--- config.mk ---
export PLATFORM = sky130hd
export DESIGN_NAME = lcrb_channel
export DESIGN_NICKNAME = d
export VERILOG_FILES = /design/src/lcrb_pkg.sv /design/src/lcrb_channel.sv
export SDC_FILE = /design/constraint.sdc
export NUM_CORES = 2
export LEC_CHECK = 0
export BUFFER_PORTS_ARGS = -buffer_cell sky130_fd_sc_hd__buf_2
export CAP_MARGIN = 20
export CORE_ASPECT_RATIO = 1.4
export CORE_MARGIN = 3
export CORE_UTILIZATION = 70
export DETAILED_ROUTE_END_ITERATION = 16
export PLACE_DENSITY = 0.83
export SYNTH_ARGS = -nofsm -noshare
export SYNTH_HDL_FRONTEND = slang
export SYNTH_SLANG_ARGS = --single-unit
--- constraint.sdc ---
create_clock -name clk -period 21.1 [get_ports clk]
set_input_delay 2.11 -clock clk [delete_from_list [all_inputs] [get_ports clk]]
set_output_delay 2.11 -clock clk [all_outputs]
set_load 0.02 [all_outputs]
--- src/lcrb_pkg.sv ---
// Constants and types shared by the load channel register bank
package lcrb_pkg;
	// ----------------------------------------------------------------
	// Register addresses of channel 1
	// ----------------------------------------------------------------
	localparam logic [15:0] A_STATUS = 16'h3778;
	localparam logic [15:0] A_ORDER = 16'h3779;
	localparam logic [15:0] A_FLOW1 = 16'h377C;
	localparam logic [15:0] A_FLOW2 = 16'h377E;
	localparam logic [15:0] A_CONS1 = 16'h3780;
	localparam logic [15:0] A_CONS2 = 16'h3782;
	localparam logic [15:0] A_CYCLES = 16'h3784;
	localparam logic [15:0] A_TRIPS = 16'h3786;
	localparam logic [15:0] A_HOURS = 16'h3788;
	localparam logic [15:0] A_WEIGHT1 = 16'h3796;
	localparam logic [15:0] A_WEIGHT2 = 16'h3797;
	localparam logic [15:0] A_LOW_WORD = 16'h0001;
	localparam int CH_SPAN = 40;
	localparam int CH_MAX = 7;
	// ----------------------------------------------------------------
	// Field positions and reset values
	// ----------------------------------------------------------------
	localparam int BIT_FIRST = 0;
	localparam int BIT_SECOND = 1;
	localparam logic [15:0] WEIGHT_RST = 16'h000A;
	localparam logic [31:0] COUNT_RST = 32'h0000_0000;
	// ----------------------------------------------------------------
	// Timing
	// ----------------------------------------------------------------
	localparam longint CLK_HZ = 125_000_000;
	localparam longint HOUR_S = 3600;
	localparam logic [39:0] HOUR_CYC = 40'(HOUR_S * CLK_HZ);
	localparam int SYNC_LEN = 3;
	// ----------------------------------------------------------------
	// Flow arithmetic
	// ----------------------------------------------------------------
	localparam int TIME_W = 40;
	localparam int FRAC = 16;
	localparam int QUOT_W = 72;
	localparam logic [7:0] FLT_BIAS = 8'h7F;
	localparam logic [6:0] DIV_STEPS = 7'h48;
	// ----------------------------------------------------------------
	// Kind of product on the channel
	// ----------------------------------------------------------------
	typedef enum logic [1:0] {
		KIND_NONE = 2'b00,
		KIND_BREAKER = 2'b01,
		KIND_METER = 2'b10,
		KIND_CONTACTOR = 2'b11
	} lcrb_kind_t;
endpackage
--- src/lcrb_channel.sv ---
// Register bank, counters, pulse meters and coil orders of one channel
//
// Contract
// RULE1: Channel N sits 40 times (N-1) above.
// RULE2: Breaker status bit 0 shows closed.
// RULE3: Breaker status bit 1 shows not tripped.
// RULE4: Cycle and trip counters, 32-bit, writable.
// RULE5: Writable 32-bit running time in hours.
// RULE6: Two independent pulse meters per channel.
// RULE7: Status bits 0/1 mirror both pulse outputs.
// RULE8: Flow float equals 3600*weight per interval.
// RULE9: Consumption equals pulse count times weight.
// RULE10: Writable 16-bit weight per meter, default 10.
// RULE11: Contactor status bit 0 shows closed.
// RULE12: Contactor status bit 1 shows device present.
// RULE13: Order bit 0 opens, bit 1 closes coil.
// RULE14: Acted order clears; stays without product.
// RULE15: Both order bits set means no action.
// RULE16: Client sends one order, waits clearing.
// RULE17: 32-bit values: high word at lower address.
`timescale 1ns/1ns
module lcrb_channel #(
	parameter int CH_INDEX = 1,
	parameter logic [39:0] CYC_PER_HOUR = lcrb_pkg::HOUR_CYC
) (
	input wire logic clk,
	input wire logic rst_b,
	input wire logic [1:0] product_kind,
	input wire logic first_pulse_input,
	input wire logic second_pulse_input,
	input wire logic [15:0] reg_addr,
	input wire logic reg_rd,
	input wire logic reg_wr,
	input wire logic [15:0] reg_wdata,
	output logic [15:0] reg_rdata,
	output logic reg_ack,
	output logic reg_err,
	output logic coil_drive_input
);
	// ----------------------------------------------------------------
	// Elaboration checks
	// ----------------------------------------------------------------
	if (CH_INDEX < 1 || CH_INDEX > lcrb_pkg::CH_MAX) begin : g_bad_ch
		$error("Channel index out of range");
	end
	if (CYC_PER_HOUR == 40'h00_0000_0000) begin : g_bad_hour
		$error("Cycles per hour must not be zero");
	end

	localparam logic [15:0] CH_OFS = 16'(lcrb_pkg::CH_SPAN * (CH_INDEX - 1));

	// ----------------------------------------------------------------
	// State
	// ----------------------------------------------------------------
	typedef struct packed {
		logic [1:0] sync1;
		logic [1:0] sync2;
		logic [1:0] sync3;
		logic [1:0] lvl;
		logic [1:0] order;
		logic coil;
		logic [31:0] cycles;
		logic [31:0] trips;
		logic [31:0] hours;
		logic [39:0] hour_acc;
		logic [1:0][15:0] weight;
		logic [1:0][31:0] count;
		logic [1:0][39:0] timer;
		logic [1:0] have_prev;
		logic [1:0] pend;
		logic [1:0][39:0] period;
		logic [1:0][31:0] flow;
		logic div_busy;
		logic div_m;
		logic [6:0] div_cnt;
		logic [40:0] div_rem;
		logic [71:0] div_q;
		logic [39:0] div_d;
		logic [15:0] rdata;
		logic ack;
		logic err;
	} lcrb_state_t;

	lcrb_state_t state_reg;
	lcrb_state_t state_next;

	// ----------------------------------------------------------------
	// Helpers
	// ----------------------------------------------------------------
	// Fixed point quotient with FRAC fraction bits to IEEE single, truncated
	function automatic logic [31:0] lcrb_to_float(input logic [71:0] q);
		logic [31:0] f;
		logic [71:0] n;
		int p;
		f = 32'h0000_0000;
		n = q;
		p = -1;
		for (int i = 0; i < lcrb_pkg::QUOT_W; i++) begin
			if (q[i]) begin
				p = i;
			end
		end
		if (p >= 0) begin
			n = q << (71 - p);
			f = {1'b0, 8'(int'(lcrb_pkg::FLT_BIAS) + p - lcrb_pkg::FRAC), n[70:48]};
		end
		return f;
	endfunction

	// High word at the lower address, low word above it
	function automatic logic [15:0] lcrb_half(input logic [31:0] v, input logic low);
		return low ? v[15:0] : v[31:16]; // [RULE17]
	endfunction

	function automatic logic [31:0] lcrb_put(input logic [31:0] v, input logic low,
		input logic [15:0] w);
		return low ? {v[31:16], w} : {w, v[15:0]}; // [RULE17]
	endfunction

	// ----------------------------------------------------------------
	// Next state
	// ----------------------------------------------------------------
	lcrb_pkg::lcrb_kind_t kind;
	logic [15:0] rel;
	logic [1:0] rise;
	logic [1:0] fall;
	logic closed;
	logic present;
	logic [1:0][31:0] cons;
	logic [40:0] rem_sh;
	logic [71:0] q_sh;
	logic [71:0] dividend;
	logic [15:0] status;

	always_comb begin
		state_next = state_reg;
		kind = lcrb_pkg::lcrb_kind_t'(product_kind);
		rel = reg_addr - CH_OFS; // [RULE1]
		rem_sh = 41'h000_0000_0000;
		q_sh = 72'h00_0000_0000_0000_0000;
		dividend = 72'h00_0000_0000_0000_0000;

		// Pins pass three flops; a level counts once stages two and three agree
		state_next.sync1 = {second_pulse_input, first_pulse_input};
		state_next.sync2 = state_reg.sync1;
		state_next.sync3 = state_reg.sync2;
		for (int i = 0; i < 2; i++) begin
			if (state_reg.sync2[i] == state_reg.sync3[i]) begin
				state_next.lvl[i] = state_reg.sync3[i];
			end
		end
		rise = state_next.lvl & ~state_reg.lvl;
		fall = ~state_next.lvl & state_reg.lvl;

		closed = state_reg.lvl[lcrb_pkg::BIT_FIRST] &&
			(kind == lcrb_pkg::KIND_BREAKER || kind == lcrb_pkg::KIND_CONTACTOR);
		present = (kind == lcrb_pkg::KIND_BREAKER) ||
			(kind == lcrb_pkg::KIND_CONTACTOR && state_reg.lvl[lcrb_pkg::BIT_SECOND]); // [RULE12]

		// Status word; reserved bits read as zero
		status = 16'h0000;
		if (kind != lcrb_pkg::KIND_NONE) begin
			status[1:0] = state_reg.lvl; // [RULE2] [RULE3] [RULE7] [RULE11] [RULE12]
		end

		// Switching, trip and running time counters
		if (kind == lcrb_pkg::KIND_BREAKER || kind == lcrb_pkg::KIND_CONTACTOR) begin
			if (rise[lcrb_pkg::BIT_FIRST]) begin
				state_next.cycles = state_reg.cycles + 32'h0000_0001; // [RULE4]
			end
		end
		if (kind == lcrb_pkg::KIND_BREAKER && fall[lcrb_pkg::BIT_SECOND]) begin
			state_next.trips = state_reg.trips + 32'h0000_0001; // [RULE4]
		end
		if (closed) begin
			if (state_reg.hour_acc >= CYC_PER_HOUR - 40'h00_0000_0001) begin
				state_next.hour_acc = 40'h00_0000_0000;
				state_next.hours = state_reg.hours + 32'h0000_0001; // [RULE5]
			end else begin
				state_next.hour_acc = state_reg.hour_acc + 40'h00_0000_0001;
			end
		end

		// Pulse meters, one per input
		for (int m = 0; m < 2; m++) begin
			cons[m] = 32'(state_reg.count[m] * {16'h0000, state_reg.weight[m]}); // [RULE9]
			if (state_reg.timer[m] != 40'hFF_FFFF_FFFF) begin
				state_next.timer[m] = state_reg.timer[m] + 40'h00_0000_0001;
			end
			if (kind == lcrb_pkg::KIND_METER && rise[m]) begin // [RULE6]
				state_next.count[m] = state_reg.count[m] + 32'h0000_0001;
				state_next.timer[m] = 40'h00_0000_0001;
				state_next.have_prev[m] = 1'b1;
				if (state_reg.have_prev[m]) begin
					state_next.period[m] = state_reg.timer[m];
					state_next.pend[m] = 1'b1;
				end
			end
		end

		// Shared divider: one flow at a time, 72 steps each
		if (state_reg.div_busy) begin
			rem_sh = {state_reg.div_rem[39:0], state_reg.div_q[71]};
			q_sh = {state_reg.div_q[70:0], 1'b0};
			if (rem_sh >= {1'b0, state_reg.div_d}) begin
				rem_sh = rem_sh - {1'b0, state_reg.div_d};
				q_sh[0] = 1'b1;
			end
			state_next.div_rem = rem_sh;
			state_next.div_q = q_sh;
			state_next.div_cnt = state_reg.div_cnt - 7'h01;
			if (state_reg.div_cnt == 7'h01) begin
				state_next.div_busy = 1'b0;
				state_next.flow[state_reg.div_m] = lcrb_to_float(q_sh); // [RULE8]
			end
		end else if (state_reg.pend != 2'b00) begin
			state_next.div_m = ~state_reg.pend[0];
			state_next.pend[state_next.div_m] = 1'b0;
			// Dividend is weight times cycles per hour, in fixed point
			dividend = (72'(state_reg.weight[state_next.div_m]) * 72'(CYC_PER_HOUR))
				<< lcrb_pkg::FRAC; // [RULE8]
			state_next.div_q = dividend;
			state_next.div_rem = 41'h000_0000_0000;
			state_next.div_d = state_next.period[state_next.div_m]; // Newest period is never lost
			state_next.div_cnt = lcrb_pkg::DIV_STEPS;
			state_next.div_busy = 1'b1;
		end

		// Coil orders: act only on a single bit with a product present
		if (present) begin
			case (state_reg.order)
				2'b01: begin
					state_next.coil = 1'b0; // [RULE13]
					state_next.order = 2'b00; // [RULE14]
				end
				2'b10: begin
					state_next.coil = 1'b1; // [RULE13]
					state_next.order = 2'b00; // [RULE14]
				end
				2'b11: begin
					state_next.order = state_reg.order; // [RULE15]
				end
				default: begin
					state_next.order = state_reg.order;
				end
			endcase
		end

		// Register access; a write overrides any update in the same cycle
		state_next.ack = reg_rd | reg_wr;
		state_next.err = 1'b0;
		state_next.rdata = 16'h0000;
		case (rel)
			lcrb_pkg::A_STATUS: begin
				state_next.rdata = status;
				state_next.err = reg_wr;
			end
			lcrb_pkg::A_ORDER: begin
				state_next.rdata = {14'h0000, state_reg.order};
				if (reg_wr) begin
					state_next.order = reg_wdata[1:0]; // [RULE13] [RULE16]
				end
			end
			lcrb_pkg::A_FLOW1, lcrb_pkg::A_FLOW1 + lcrb_pkg::A_LOW_WORD: begin
				state_next.rdata = lcrb_half(state_reg.flow[0], rel[0]);
				state_next.err = reg_wr;
			end
			lcrb_pkg::A_FLOW2, lcrb_pkg::A_FLOW2 + lcrb_pkg::A_LOW_WORD: begin
				state_next.rdata = lcrb_half(state_reg.flow[1], rel[0]);
				state_next.err = reg_wr;
			end
			lcrb_pkg::A_CONS1, lcrb_pkg::A_CONS1 + lcrb_pkg::A_LOW_WORD: begin
				state_next.rdata = lcrb_half(cons[0], rel[0]);
				state_next.err = reg_wr;
			end
			lcrb_pkg::A_CONS2, lcrb_pkg::A_CONS2 + lcrb_pkg::A_LOW_WORD: begin
				state_next.rdata = lcrb_half(cons[1], rel[0]);
				state_next.err = reg_wr;
			end
			lcrb_pkg::A_CYCLES, lcrb_pkg::A_CYCLES + lcrb_pkg::A_LOW_WORD: begin
				state_next.rdata = lcrb_half(state_reg.cycles, rel[0]);
				if (reg_wr) begin
					state_next.cycles = lcrb_put(state_next.cycles, rel[0], reg_wdata); // [RULE4]
				end
			end
			lcrb_pkg::A_TRIPS, lcrb_pkg::A_TRIPS + lcrb_pkg::A_LOW_WORD: begin
				state_next.rdata = lcrb_half(state_reg.trips, rel[0]);
				if (reg_wr) begin
					state_next.trips = lcrb_put(state_next.trips, rel[0], reg_wdata); // [RULE4]
				end
			end
			lcrb_pkg::A_HOURS, lcrb_pkg::A_HOURS + lcrb_pkg::A_LOW_WORD: begin
				state_next.rdata = lcrb_half(state_reg.hours, rel[0]);
				if (reg_wr) begin
					state_next.hours = lcrb_put(state_next.hours, rel[0], reg_wdata); // [RULE5]
				end
			end
			lcrb_pkg::A_WEIGHT1: begin
				state_next.rdata = state_reg.weight[0];
				if (reg_wr) begin
					state_next.weight[0] = reg_wdata; // [RULE10]
				end
			end
			lcrb_pkg::A_WEIGHT2: begin
				state_next.rdata = state_reg.weight[1];
				if (reg_wr) begin
					state_next.weight[1] = reg_wdata; // [RULE10]
				end
			end
			default: begin
				state_next.err = reg_rd | reg_wr;
			end
		endcase
		if (!(reg_rd | reg_wr)) begin
			state_next.rdata = 16'h0000;
			state_next.err = 1'b0;
		end
	end

	// ----------------------------------------------------------------
	// Registers
	// ----------------------------------------------------------------
	always_ff @(posedge clk or negedge rst_b) begin
		if (!rst_b) begin
			state_reg <= '0;
			state_reg.weight <= {lcrb_pkg::WEIGHT_RST, lcrb_pkg::WEIGHT_RST}; // [RULE10]
			state_reg.cycles <= lcrb_pkg::COUNT_RST;
			state_reg.trips <= lcrb_pkg::COUNT_RST;
			state_reg.hours <= lcrb_pkg::COUNT_RST;
		end else begin
			state_reg <= state_next;
		end
	end

	assign reg_rdata = state_reg.rdata;
	assign reg_ack = state_reg.ack;
	assign reg_err = state_reg.err;
	assign coil_drive_input = state_reg.coil;
endmodule

==> key figures <==
Outcome
  – Status: finished clean

Setup path
  – CP Max Fanout: 32
  – CP delay by family, top: adder cells
  – CP most frequent cell: fa_1
  – CP endpoint kind: flop
  – CP arrival: 9.09 ns
  – Critical Path Source Type: flop
  – Number of buffers and inverters on the critical path: 5
  – Worst path slowest cell: dfstp_2
  – Largest stage delay on the critical path: 1.03 ns
  – Worst Path Required: 21.65 ns
  – Critical path class: flop to flop

Floorplan
  – # rows: 135
  – Die Span Y: 376.6 um
  – Die Area: 0.1020 mm2
  – Die Span X: 270.7 um
  – Core ar.: 0.09712 mm2
  – Initial core utilization: 0.7072
  – Boundary pin count: 59

STA
  – Worst relative slew slack: 0.2215
  – Worst clock skew: 0.08039 ns
  – RSZ-0062 raised after global routing: false
  – Fin crit period: 8.544 ns
  – FMAX: 0.1170 GHz
  – Final setup viols: 0
  – TNS Setup: 0 ns
  – Final Hold Viols: 0
  – Period utilization: 0.4049
  – Slew Viols, Final: 0
  – Worst Tran Pin Value: 1.168 ns

Synth
  – #FFs+latches synth: 648
  – Syn_nets: 8994
  – Warnings from Yosys: 0
  – Post-synth ARST share: 1.000
  – Post-Syn Instances: 7841
  – Seq/Total Area, Yosys: 0.2362
  – Post-synth EDFFs: 0
  – Ys flop type: dfrtp_1
  – Unique masters post-synth: 99
  – Synth Area per Inst: 8.760 um2
  – Synthesized area: 0.06869 mm2

Place
  – IO Port Bufs: 58
  – Post-DP HPWL: 155.9 mm
  – Number of instances in the placed design: 8797
  – Post-place instance area: 0.06941 mm2
  – Gpl congestion: 1.082

Power
  – Power per standard cell area: 58.33 mW/mm2
  – P_leak: 34.09 nW
  – Tot Pwr: 4.210 mW
  – Max VDD drop: 0.09771 mV

Clock tree
  – Clock buffer depth: 3
  – CTS Buf Count: 71
  – Clock Pin Slew Worst Setup and Hold Paths: 0.07 ns
  – Clock Latency Late Sink: 0.72 ns
  – Clock sink count: 648
  – CTS tree: yes
  – Htree depth: 3
  – CTS Hold Bufs: 0
  – Post-CTS Setup Inserts: 0
  – Resized cells post-CTS: 0
  – Root Driver: clkbuf_16

Layout
  – Fin cells: 8935
  – Max reg flops: 625
  – Ratio of cells with drive above 1 in the final layout: 0.07128
  – P&R area growth vs syn: 5.071%
  – Final instance area: 0.07217 mm2
  – Post-layout net count: 8726

Global route
  – Number of global-route vias before repair: 59350
  – Largest net degree at the start of global routing: 165
  – First-pass GRT wire length: 335.5 mm
  – GR Util All Layers: 0.4242
  – Initial antenna violation count: 2
  – Gr ovfl total: 0

Detailed routing
  – Drc violations: 0
  – Vias: 58040
  – Via/cell ratio: 6.496
  – First-pass iteration count of the detailed router: 9
  – Final WL: 213.7 mm
  – Iteration-0 DRC Markers: 6145
  – Routed length per instance: 23.92 um
  – Routed Antenna Nets: 0

Run
  – Max-cap viol count: 0

Min path
  – HP Class: flop to flop
==> worst register-to-register path, cell delays in order (launching register included) <==
cell,delay [ns]
dfstp_2,1.03
nand2_1,0.22
fa_1,0.59
inv_1,0.05
fa_1,0.47
inv_1,0.05
fa_1,0.50
inv_1,0.05
fa_1,0.47
inv_1,0.05
fa_1,0.53
inv_1,0.06
fa_1,0.50
ha_1,0.25
or2_2,0.33
a2111oi_0,0.37
a211oi_1,0.16
a311o_1,0.45
a21o_1,0.19
a21oi_1,0.27
o21ai_0,0.23
o41ai_1,0.44
o21ai_0,0.22
o41ai_1,0.38
xnor2_1,0.13
a221oi_1,0.32
nor2_1,0.07
==> cell families (layout without fill, tap and decap cells) <==
family,after synthesis,count (layout),share of synthesized area
buf+inv,1448,1239,0.08153
simple gates,2661,2661,0.1778
mux,355,355,0.05729
flops,648,648,0.2362
xor+xnor,421,421,0.05368
fa+ha+maj,1113,1113,0.2822
compound gates,1195,1195,0.1114
other cells,0,2,0
==> routing by layer <==
layer / global-route usage / part of all wire / up-vias
met5: 0 / 0 / -
met4: 0.2906 / 0.083 / 0
met3: 0.08479 / 0.092 / 990
met2: 0.6882 / 0.47 / 3215
met1: 0.5138 / 0.35 / 28680
li1: - / - / 25160
==> where the power goes <==
group	internal, mW	switching, mW
clock	0.820	0.617
combinational	0.460	0.669
sequential	1.42	0.226
total	2.70	1.51
==> layout make-up <==
class / instances / area, um2
Antenna cell: 2 / 5.005
Clock buffer: 89 / 1934
Clock inverter: 43 / 747.0
Fill cell: 7048 / 24950
Inverter: 948 / 3560
Multi-Input combinational cell: 5745 / 46950
Sequential cell: 648 / 16230
Tap cell: 1301 / 1628
Timing Repair Buffer: 159 / 1119
==> cells in the final DEF, fill, tap and decap left out, drive strengths merged, types with 30 or more instances in the layout <==
| cell | Yosys | final |
|---|---|---|
| nand4 | 83 | 83 |
| o31ai | 46 | 46 |
| a21o | 45 | 45 |
| dfrtp | 644 | 644 |
| fa | 727 | 727 |
| o211ai | 34 | 34 |
| xor2 | 201 | 201 |
| nand2 | 1241 | 1241 |
| clkbuf | 395 | 89 |
| buf | 105 | 159 |
| nor2 | 454 | 454 |
| a211oi | 54 | 54 |
| nor3 | 104 | 104 |
| a31oi | 31 | 31 |
| inv | 947 | 952 |
| nor2b | 31 | 31 |
| xnor2 | 220 | 220 |
| and2 | 248 | 248 |
| mux2 | 169 | 169 |
| a221oi | 30 | 30 |
| a21oi | 275 | 275 |
| nand2b | 49 | 49 |
| ha | 386 | 386 |
| nand3 | 205 | 205 |
| o21ai | 386 | 386 |
| or3 | 32 | 32 |
| and3 | 93 | 93 |
| mux2i | 173 | 173 |
==> worst paths after layout <==
kind                       cells past startpoint  slack, ns              end       startpoint
max reg2reg                                   26      12.56    reg_rdata[15]   state_reg[475]
min reg2reg                                    0       0.35  state_next[645]  state_next[647]
min in group asynchronous                      1       1.43   state_reg[510]            rst_b
min                                            0       0.35  state_next[645]  state_next[647]
max                                           26      12.56    reg_rdata[15]   state_reg[475]
max in group asynchronous                      4      16.31   state_reg[179]            rst_b
==> Yosys cell counts (all sizes together) (30+ instances only) <==
master  number  share of area
or3         32         0.0029
fa         727           0.21
xnor2      220          0.028
o31ai       46         0.0050
a21oi      275          0.020
nand2     1241          0.068
a31oi       31         0.0030
dfrtp      644           0.23
a221oi      30         0.0038
nor3       104         0.0077
o21ai      386          0.028
inv        947          0.052
nand3      205          0.015
and3        93         0.0085
and2       248          0.023
ha         386          0.070
a211oi      54         0.0061
nand2b      49         0.0045
o211ai      34         0.0037
clkbuf     395          0.022
nand4       83         0.0076
buf        105         0.0081
mux2       169          0.028
nor2b       31         0.0028
xor2       201          0.026
mux2i      173          0.025
a21o        45         0.0049
nor2       454          0.025
==> per-stage QoR <==
step,hold slack (ns),utilization,worst slack (ns)
6_report,0.3482,0.7431,12.56
3_5_place_dp,0.3426,0.7146,12.72
4_1_cts,0.3517,0.7422,12.71
2_1_floorplan,0.3312,-,13.34
5_1_grt,0.3577,0.7430,12.11
3_3_place_gp,0.3428,0.7146,12.87
No activity file was read; power rests on OpenSTA's default activity.
